===== src/hdl/synth_ctrl_pkg.sv =====
package synth_ctrl_pkg;

    // --------------------------------------------------------------------
    // Register offsets
    // --------------------------------------------------------------------
    localparam logic [7:0] FREQ_WORD_MSBS_ADDR = 8'h00;
    localparam logic [7:0] FREQ_WORD_BASE_ADDR = 8'h01;
    localparam logic [7:0] FREQ_WORD_LAST_ADDR = 8'h08;
    localparam logic [7:0] DEVIATION_SETTING_ADDR = 8'h09;
    localparam logic [7:0] AMPLITUDE_SETTING_0_ADDR = 8'h0a;
    localparam logic [7:0] AMPLITUDE_SETTING_1_ADDR = 8'h0b;
    localparam logic [7:0] AMPLITUDE_SETTING_2_ADDR = 8'h0c;
    localparam logic [7:0] RAMP_CONTROL_ADDR = 8'h0d;
    localparam logic [7:0] TRANSMITTER_CONTROL_ADDR = 8'h0e;

    // --------------------------------------------------------------------
    // Field positions and masks
    // --------------------------------------------------------------------
    localparam int SYNTH_RUN_BIT = 0;
    localparam int OSC_REGULATED_SUPPLY_BIT = 1;
    localparam int BAND_DIVIDER_SEL_BIT = 4;
    localparam int REF_HALVE_SEL_BIT = 5;
    localparam int AMPMOD_ON_BIT = 7;
    localparam int SUPPLY_FAIL_DETECT_EN_BIT = 5;
    localparam int REGULATOR_ADAPTIVE_EN_BIT = 6;
    localparam logic [7:0] AMPLITUDE_SETTING_MASK = 8'h8f;

    // --------------------------------------------------------------------
    // Values after reset and step sizes
    // --------------------------------------------------------------------
    localparam logic [7:0] REG_RESET = 8'h00;
    localparam logic [6:0] RAMP_STEPS_RESET = 7'h00;
    localparam logic [9:0] OFFSET_RESET = 10'h000;
    localparam logic [9:0] RAMP_STEP_SIZE = 10'h002;
    localparam logic [7:0] RAMP_CNT_RESET = 8'h00;

    typedef logic [3:0][7:0] byte_quad_type;

endpackage


===== src/hdl/synth_freq_and_power_fail_ctrl.sv =====
`timescale 1ns/1ps
// Summary of operation
// - Enabled supply-fail detect shuts synthesizer and amplifier.
// - Detection acts only while amplifier transmits.
// - Detection works in fixed or adaptive mode.
// - Supply drop clears run bit, stops transmission.
// - Detect enable and adaptive bits stay unchanged.
// - Adaptive failure moves oscillator to unregulated supply.
// - Selected amplitude register ampmod bit clear means DEVIATION_VALUE.
// - Four 18-bit channel words are held.
// - Shared top-bits register, high and low bytes.
// - Transmit command selects active channel word.
// - Channel word sets fractional frequency, LSB ref/32768.
// - 8-bit deviation gives ref*value/16384 offset.
// - Reference halving bit halves reference clock.
// - Band divider bit selects direct or halved.
// - Soft-DEVIATION_VALUE ramps linearly in steps between tones.
// - Ramp value zero gives plain tone switching.
// - Ramp time (2-band)*2*deviation*ramp reference clocks.
// - Adaptive bit selects regulator reference source.
module synth_freq_and_power_fail_ctrl
    import synth_ctrl_pkg::*;
(
    input wire logic core_clk_in, // Reference-derived core clock.
    input wire logic arst_n_in, // Asynchronous reset, active low.
    input wire logic [7:0] reg_addr_in, // Register address.
    input wire logic [7:0] reg_wdata_in, // Register write data.
    input wire logic reg_we_in, // Register write strobe.
    input wire logic tx_cmd_in, // Transmit command strobe.
    input wire logic [1:0] word_sel_in, // Channel word select.
    input wire logic amp_sel_in, // Amplitude register select.
    input wire logic tx_stop_in, // Transmission stop strobe.
    input wire logic tx_data_in, // Transmit data bit.
    input wire logic supply_fail_in, // Asynchronous brown-out flag.
    output logic [7:0] reg_rdata_out, // Read data, one cycle late.
    output logic synth_run_out, // Synthesizer running.
    output logic pa_enable_out, // Power amplifier enabled.
    output logic osc_regulated_out, // Oscillator on regulated supply.
    output logic regulator_adaptive_out, // Regulator adaptive mode.
    output logic ref_halve_out, // Reference clock halved.
    output logic band_div_direct_out, // Amplifier fed undivided.
    output logic fsk_mode_out, // DEVIATION_VALUE amplitude path selected.
    output logic [3:0] amp_level_out, // Selected high amplitude.
    output logic [17:0] channel_word_out, // Active channel word.
    output logic [9:0] dev_offset_out // Signed offset in word LSBs.
);

    // --------------------------------------------------------------------
    // State
    // --------------------------------------------------------------------
    typedef struct packed {
        logic [7:0] freq_word_msbs;
        byte_quad_type freq_word_high;
        byte_quad_type freq_word_low;
        logic [7:0] deviation_setting;
        logic [6:0] ramp_steps;
        logic [7:0] transmitter_control;
        logic [7:0] amplitude_setting_0;
        logic [7:0] amplitude_setting_1;
        logic [7:0] amplitude_setting_2;
        logic tx_active;
        logic [1:0] word_sel;
        logic amp_sel;
        logic [17:0] channel_word;
        logic [9:0] offset;
        logic [7:0] ramp_cnt;
        logic ref_phase;
        logic fail_s1;
        logic fail_s2;
        logic [7:0] rdata;
        logic fsk_mode;
        logic [3:0] amp_level;
    } state_type;

    state_type st;
    state_type next_st;
    logic fail_evt;
    logic fsk_now;
    logic ref_tick;
    logic in_ramp;
    logic [7:0] sel_amp;
    logic [9:0] twice_dev;
    logic [9:0] target;
    logic [7:0] period;
    logic [17:0] cmd_word;
    logic [7:0] fc_rel;

    // Word n takes its top two bits from pair n of the shared register.
    function automatic logic [17:0] chan_word(input logic [7:0] msbs,
        input byte_quad_type hi, input byte_quad_type lo,
        input logic [1:0] sel);
        logic [17:0] w;
        w = {msbs[{sel, 1'b1}], msbs[{sel, 1'b0}], hi[sel], lo[sel]};
        return w;
    endfunction

    // Register read mux; reserved and unmapped bits read as zero.
    function automatic logic [7:0] read_of(input state_type s,
        input logic [7:0] addr);
        logic [7:0] r;
        logic [7:0] rel;
        r = 8'h00;
        rel = addr - FREQ_WORD_BASE_ADDR;
        if (addr == FREQ_WORD_MSBS_ADDR) begin
            r = s.freq_word_msbs;
        end else if (addr >= FREQ_WORD_BASE_ADDR &&
                     addr <= FREQ_WORD_LAST_ADDR) begin
            r = rel[0] ? s.freq_word_low[rel[2:1]]
                       : s.freq_word_high[rel[2:1]];
        end else if (addr == DEVIATION_SETTING_ADDR) begin
            r = s.deviation_setting;
        end else if (addr == AMPLITUDE_SETTING_0_ADDR) begin
            r = s.amplitude_setting_0;
        end else if (addr == AMPLITUDE_SETTING_1_ADDR) begin
            r = s.amplitude_setting_1;
        end else if (addr == AMPLITUDE_SETTING_2_ADDR) begin
            r = s.amplitude_setting_2;
        end else if (addr == RAMP_CONTROL_ADDR) begin
            r = {1'b0, s.ramp_steps};
        end else if (addr == TRANSMITTER_CONTROL_ADDR) begin
            r = s.transmitter_control;
        end
        return r;
    endfunction

    // --------------------------------------------------------------------
    // Decoded helpers
    // --------------------------------------------------------------------
    // The brown-out event ignores the regulator mode bit on purpose.
    assign fail_evt = st.amplitude_setting_2[SUPPLY_FAIL_DETECT_EN_BIT] &
                      st.tx_active & st.fail_s2;
    assign sel_amp = st.amp_sel ? st.amplitude_setting_1
                                : st.amplitude_setting_0;
    assign fsk_now = ~sel_amp[AMPMOD_ON_BIT];
    // A halved reference ticks on every second core edge.
    assign ref_tick = ~st.transmitter_control[REF_HALVE_SEL_BIT] |
                      st.ref_phase;
    // One deviation LSB is two channel-word LSBs (16384 versus 32768).
    assign twice_dev = {1'b0, st.deviation_setting, 1'b0};
    assign target = tx_data_in ? twice_dev : (10'h000 - twice_dev);
    // Ticks between steps; the halved band path doubles the dwell.
    assign period = st.transmitter_control[BAND_DIVIDER_SEL_BIT]
                    ? {1'b0, st.ramp_steps}
                    : {st.ramp_steps, 1'b0};
    assign in_ramp = st.tx_active & fsk_now & (st.ramp_steps != 7'h00);
    assign cmd_word = chan_word(st.freq_word_msbs, st.freq_word_high,
                                st.freq_word_low, word_sel_in);
    assign fc_rel = reg_addr_in - FREQ_WORD_BASE_ADDR;

    // --------------------------------------------------------------------
    // Next-state logic
    // --------------------------------------------------------------------
    always_comb begin
        next_st = st;
        // Only the second stage is read by any logic.
        next_st.fail_s1 = supply_fail_in;
        next_st.fail_s2 = st.fail_s1;
        next_st.ref_phase = st.transmitter_control[REF_HALVE_SEL_BIT]
                            ? ~st.ref_phase : 1'b0;
        next_st.rdata = read_of(st, reg_addr_in);

        // Register writes.
        if (reg_we_in) begin
            if (reg_addr_in == FREQ_WORD_MSBS_ADDR) begin
                next_st.freq_word_msbs = reg_wdata_in;
            end else if (reg_addr_in >= FREQ_WORD_BASE_ADDR &&
                         reg_addr_in <= FREQ_WORD_LAST_ADDR) begin
                if (fc_rel[0]) begin
                    next_st.freq_word_low[fc_rel[2:1]] =
                        reg_wdata_in;
                end else begin
                    next_st.freq_word_high[fc_rel[2:1]] =
                        reg_wdata_in;
                end
            end else if (reg_addr_in == DEVIATION_SETTING_ADDR) begin
                next_st.deviation_setting = reg_wdata_in;
            end else if (reg_addr_in == AMPLITUDE_SETTING_0_ADDR) begin
                next_st.amplitude_setting_0 =
                    reg_wdata_in & AMPLITUDE_SETTING_MASK;
            end else if (reg_addr_in == AMPLITUDE_SETTING_1_ADDR) begin
                next_st.amplitude_setting_1 =
                    reg_wdata_in & AMPLITUDE_SETTING_MASK;
            end else if (reg_addr_in == AMPLITUDE_SETTING_2_ADDR) begin
                next_st.amplitude_setting_2 = reg_wdata_in;
            end else if (reg_addr_in == RAMP_CONTROL_ADDR) begin
                next_st.ramp_steps = reg_wdata_in[6:0];
            end else if (reg_addr_in == TRANSMITTER_CONTROL_ADDR) begin
                next_st.transmitter_control = reg_wdata_in;
            end
        end

        // Transmit command picks word and amplitude without a write.
        if (tx_cmd_in && st.transmitter_control[SYNTH_RUN_BIT]) begin
            next_st.tx_active = 1'b1;
            next_st.word_sel = word_sel_in;
            next_st.amp_sel = amp_sel_in;
        end
        if (tx_stop_in || !next_st.transmitter_control[SYNTH_RUN_BIT]) begin
            next_st.tx_active = 1'b0;
        end

        // Brown-out beats a same-cycle software write to the run bit, and to the osc bit only if it was already set.
        // Detect enable and adaptive bits are deliberately left alone.
        if (fail_evt) begin
            next_st.transmitter_control[SYNTH_RUN_BIT] = 1'b0;
            next_st.tx_active = 1'b0;
            if (st.amplitude_setting_2[REGULATOR_ADAPTIVE_EN_BIT] &&
                st.transmitter_control[OSC_REGULATED_SUPPLY_BIT]) begin
                next_st.transmitter_control[OSC_REGULATED_SUPPLY_BIT] =
                    1'b0;
            end
        end

        // Frequency offset: immediate, or one step per ramp period.
        if (!st.tx_active || !fsk_now) begin
            next_st.offset = OFFSET_RESET;
            next_st.ramp_cnt = RAMP_CNT_RESET;
        end else if (st.ramp_steps == 7'h00) begin
            next_st.offset = target;
        end else if (ref_tick) begin
            if (st.ramp_cnt == 8'h00) begin
                if (st.offset != target) begin
                    if ($signed(st.offset) < $signed(target)) begin
                        next_st.offset = st.offset + RAMP_STEP_SIZE;
                    end else begin
                        next_st.offset = st.offset - RAMP_STEP_SIZE;
                    end
                    next_st.ramp_cnt = period - 8'h01;
                end
            end else begin
                next_st.ramp_cnt = st.ramp_cnt - 8'h01;
            end
        end

        // The synthesizer adds half an LSB itself; the word goes out raw.
        next_st.channel_word = chan_word(st.freq_word_msbs,
            st.freq_word_high, st.freq_word_low, next_st.word_sel);
        next_st.fsk_mode = fsk_now;
        next_st.amp_level = sel_amp[3:0];
    end

    // --------------------------------------------------------------------
    // State register
    // --------------------------------------------------------------------
    always_ff @(posedge core_clk_in or negedge arst_n_in) begin
        if (!arst_n_in) begin
            st <= '0;
        end else begin
            st <= next_st;
        end
    end

    // Outputs are state fields, so each comes from a flip-flop.
    assign reg_rdata_out = st.rdata;
    assign synth_run_out = st.transmitter_control[SYNTH_RUN_BIT];
    assign pa_enable_out = st.tx_active;
    assign osc_regulated_out =
        st.transmitter_control[OSC_REGULATED_SUPPLY_BIT];
    assign regulator_adaptive_out =
        st.amplitude_setting_2[REGULATOR_ADAPTIVE_EN_BIT];
    assign ref_halve_out = st.transmitter_control[REF_HALVE_SEL_BIT];
    assign band_div_direct_out =
        st.transmitter_control[BAND_DIVIDER_SEL_BIT];
    assign fsk_mode_out = st.fsk_mode;
    assign amp_level_out = st.amp_level;
    assign channel_word_out = st.channel_word;
    assign dev_offset_out = st.offset;
endmodule


===== config.mk =====
export PLATFORM = sky130hd
export DESIGN_NAME = synth_freq_and_power_fail_ctrl
export DESIGN_NICKNAME = d
export VERILOG_FILES = /design/src/hdl/synth_ctrl_pkg.sv /design/src/hdl/synth_freq_and_power_fail_ctrl.sv
export SDC_FILE = /design/constraint.sdc
export NUM_CORES = 1
export LEC_CHECK = 0
export BUFFER_PORTS_ARGS = -buffer_cell sky130_fd_sc_hd__buf_2
export CORE_MARGIN = 4
export CORE_UTILIZATION = 40
export CTS_CLUSTER_DIAMETER = 40
export DETAILED_ROUTE_END_ITERATION = 8
export PLACE_DENSITY = 0.62
export SYNTH_ARGS = -nofsm -noshare
export SYNTH_HDL_FRONTEND = slang
export SYNTH_SLANG_ARGS = --single-unit

===== constraint.sdc =====
create_clock -name core_clk_in -period 5.2 [get_ports core_clk_in]
set_input_delay 0.52 -clock core_clk_in [delete_from_list [all_inputs] [get_ports core_clk_in]]
set_output_delay 0.52 -clock core_clk_in [all_outputs]
set_load 0.01 [all_outputs]

==> metrics.cfg <==
[logic_synthesis]
ys_seq_area_share_pct = 45.19
ys.warnings.count = 0
synth_cells = 874
ys_ff_latch = 168
ys_async_sr_fraction_pct = 100.0
synth-main-ff-cell = dfrtp_1
synth_edf_count = 0
synth_area_per_cell_sq_um = 10.64
synth_cell_types = 66
syn-num-nets = 916
synth_area_sq_um = 9303

[pwr]
vdd_drop_max_uv = 201.9
p_seq_share_pct = 42.9
cellInternalPower_mw = 2.348
totalPowerFinal_mw = 3.380
p_comb_share_pct = 17.1
pwr-share-clk_pct = 40.0
powerDensity_nw_per_um2 = 328.7
p_switching_mw = 1.032
swShare_pct = 30.52
p_leak_nw = 4.812

[placement]
dpl.hpwl_um = 16590
placed_cell_area_sq_um = 9656
dpl.cell_count = 1178
detailedPlace.worstSlack_ns = 0.8919
portBuffers = 71
routabilityCongestion = 0.8792

[timing]
maxSlewViolCount = 0
rsz0062_at_grt = no
worst_slack_ns = 0.8583
post-route-min-period_ns = 4.342
tightest_slew_ns = 0.8725
finalHoldViolCount = 0
max_slew_margin_pct = 41.44
fmax_ghz = 0.2303
finalSetupViolCount = 0
setup_tns_ns = 0
skew_ns = 0.008305
period_share_pct = 83.49

[global_route]
grt.total_usage_pct = 19.29
grt_pass1_wl_um = 39500
grt_antenna_before_repair = 1
grt_pass1_vias = 6843
gr-total-overflow = 0
grt_max_degree = 83

[clocking]
cts.sinks = 168
post_cts_buffers = 0
clock_latency_ns = 0.43
cts_root_buf = clkbuf_16
clk_path_buf_depth = 2
cts_made_buffers = 17
clkTransAtPathRegs_ns = 0.07
hold_buffers = 0
cts-resized-gates = 0
htree_levels = 4
cts_tree = yes

[die]
rows = 55
die_y_um = 160.5
die_area_sq_um = 25760
die_w_um = 160.5
num_io_pins = 73
core-area_sq_um = 22780
start_util_pct = 40.84

[drt]
wl_per_cell_um = 20.31
drtIter0Drc = 584
ant_nets = 0
drc_errors = 0
viasPerCell = 5.662
drt-pass1-iter-count = 8
num_vias = 6851
drt-total-wl_um = 24570

[critical_path]
slowest_stage = a211oi_2
path_max_fanout = 10
end_kind = register
path_delay_family = simple AND/OR/NAND/NOR gates
crit_arrival_ns = 4.65
required_ns = 5.51
startpoint_type = register
path_class = register to register
crit_top_cell = ha_1
worst-path-buf-inv = 1
max_stage_delay_ns = 0.60
path_cells = inv_1 > ha_1 > nand3_1 > o31ai_1 > ha_1 > nor3b_1 > o21ai_0 > a211oi_2 > nor2_1 > xor2_1 > ha_1 > or4_1 > o21ai_0 > mux2i_1 > or3_1

[final_layout]
final_area_sq_um = 10280
diodes = 0
nNetsFinal = 926
area_growth_pct = 10.52
drive_above_1_share_pct = 28.87
stdcell_count = 1210

[min_path]
worstHoldPathType = input pin to async pin

[outcome]
status = finished clean

[job]
drv_cap = 0

-- Yosys cell counts, types with 5 or more instances --
cell / n / area share [%]
dfrtp_1: 168 / 45
nor4_1: 6 / 0.40
mux2i_1: 21 / 2.3
nand2b_1: 6 / 0.40
clkbuf_1: 39 / 1.6
inv_1: 23 / 0.93
a211oi_1: 5 / 0.40
mux2_2: 114 / 14
o21ai_0: 17 / 0.91
a221oi_1: 7 / 0.66
nand3_1: 11 / 0.59
nor2_1: 44 / 1.8
or3_1: 9 / 0.61
a21oi_1: 36 / 1.9
xnor2_1: 7 / 0.66
or4_1: 7 / 0.56
nand4_1: 5 / 0.34
buf_2: 9 / 0.48
a22o_1: 7 / 0.66
o22ai_1: 6 / 0.40
ha_1: 16 / 2.2
and3_1: 31 / 2.1
a31oi_1: 23 / 1.5
a221o_1: 5 / 0.54
nand2_1: 106 / 4.3
buf_4: 41 / 3.3
o2111ai_1: 5 / 0.47
mux4_2: 16 / 3.9
nor3_1: 16 / 0.86
-- area by class of cell --
cell class | count | area [sq um]
clock buffers | 17 | 425.4
flip-flops and latches | 168 | 4204
multi-input cells | 592 | 4537
fillers | 2151 | 12500
inverters | 25 | 93.84
repair buffers | 80 | 429.2
well taps | 313 | 391.6
clock inverters | 15 | 200.2
-- final timing paths --
kind / startpoint / endpoint / slack, ns / cells after the start
setup / recovery: st[95] / dev_offset_out[9] / 0.86 / 15
hold / removal: arst_n_in / amp_level_out[0] / 0.14 / 1
min in group core_clk_in: supply_fail_in / next_st[13] / 0.19 / 1
hold reg to reg: next_st[13] / st[13] / 0.36 / 0
max in group asynchronous: arst_n_in / st[157] / 3.89 / 2
setup reg to reg: st[95] / dev_offset_out[9] / 0.86 / 15
-- metal layers --
metal  vias to the layer above  routed length, um  part of all wire, %  track usage [%]
li1                       3165                  -                    -                -
met1                      3461              11070                   45            26.26
met2                       190              11850                   48            31.60
met3                        33               1164                  4.7            3.875
met4                         2                470                  1.9            5.084
met5                         -                 13                0.053                0
-- placed cells by master (no fill, tap or decap), types with 9 or more instances in the layout --
master	instances
dfrtp_1	168
mux2_2	114
nand2_1	106
buf_2	70
nor2_1	44
a21oi_1	36
and3_1	31
inv_1	23
a31oi_1	23
mux2i_1	20
o21ai_0	17
clkbuf_16	17
nor3_1	16
mux4_2	16
ha_1	16
nand3_1	11
or3_1	9
buf_4	9
-- power groups by stage --
stage / clock network (mW) / registers [mW] / logic (mW)
after floorplan: 0 / 1.46 / 0.430
after global placement: 0 / 1.47 / 0.571
after detailed placement: 0 / 1.47 / 0.580
after CTS: 1.38 / 1.45 / 0.583
after global routing: 1.44 / 1.46 / 0.635
final: 1.35 / 1.45 / 0.578
-- registers in the layout, indices dropped and copies added (netlist names), 4 cells and up --
name,flops
amp_level_out,4
channel_word_out,18
dev_offset_out,9
reg_rdata_out,8
st,121
-- through the flow --
stage                     utilization (%)  hold slack, ns
after global routing                45.14          0.1838
final                               45.14          0.1431
after global placement              42.39          0.3358
after CTS                           45.14          0.1819
after detailed placement            42.39          0.3471
after floorplan                         -          0.2244
-- cell families (layout without fill, tap and decap cells) --
logic type      count (synthesis)  after routing  share of synthesized area, %
other cells                     1              1                       0.04031
xor+xnor                       10             10                        0.9416
buf+inv                       114            137                         6.375
fa+ha+maj                      16             16                         2.152
simple gates                  268            268                         14.50
mux                           154            154                         20.30
flops                         168            168                         45.19
compound gates                143            143                         10.50
(Power assumes the default switching activity.)
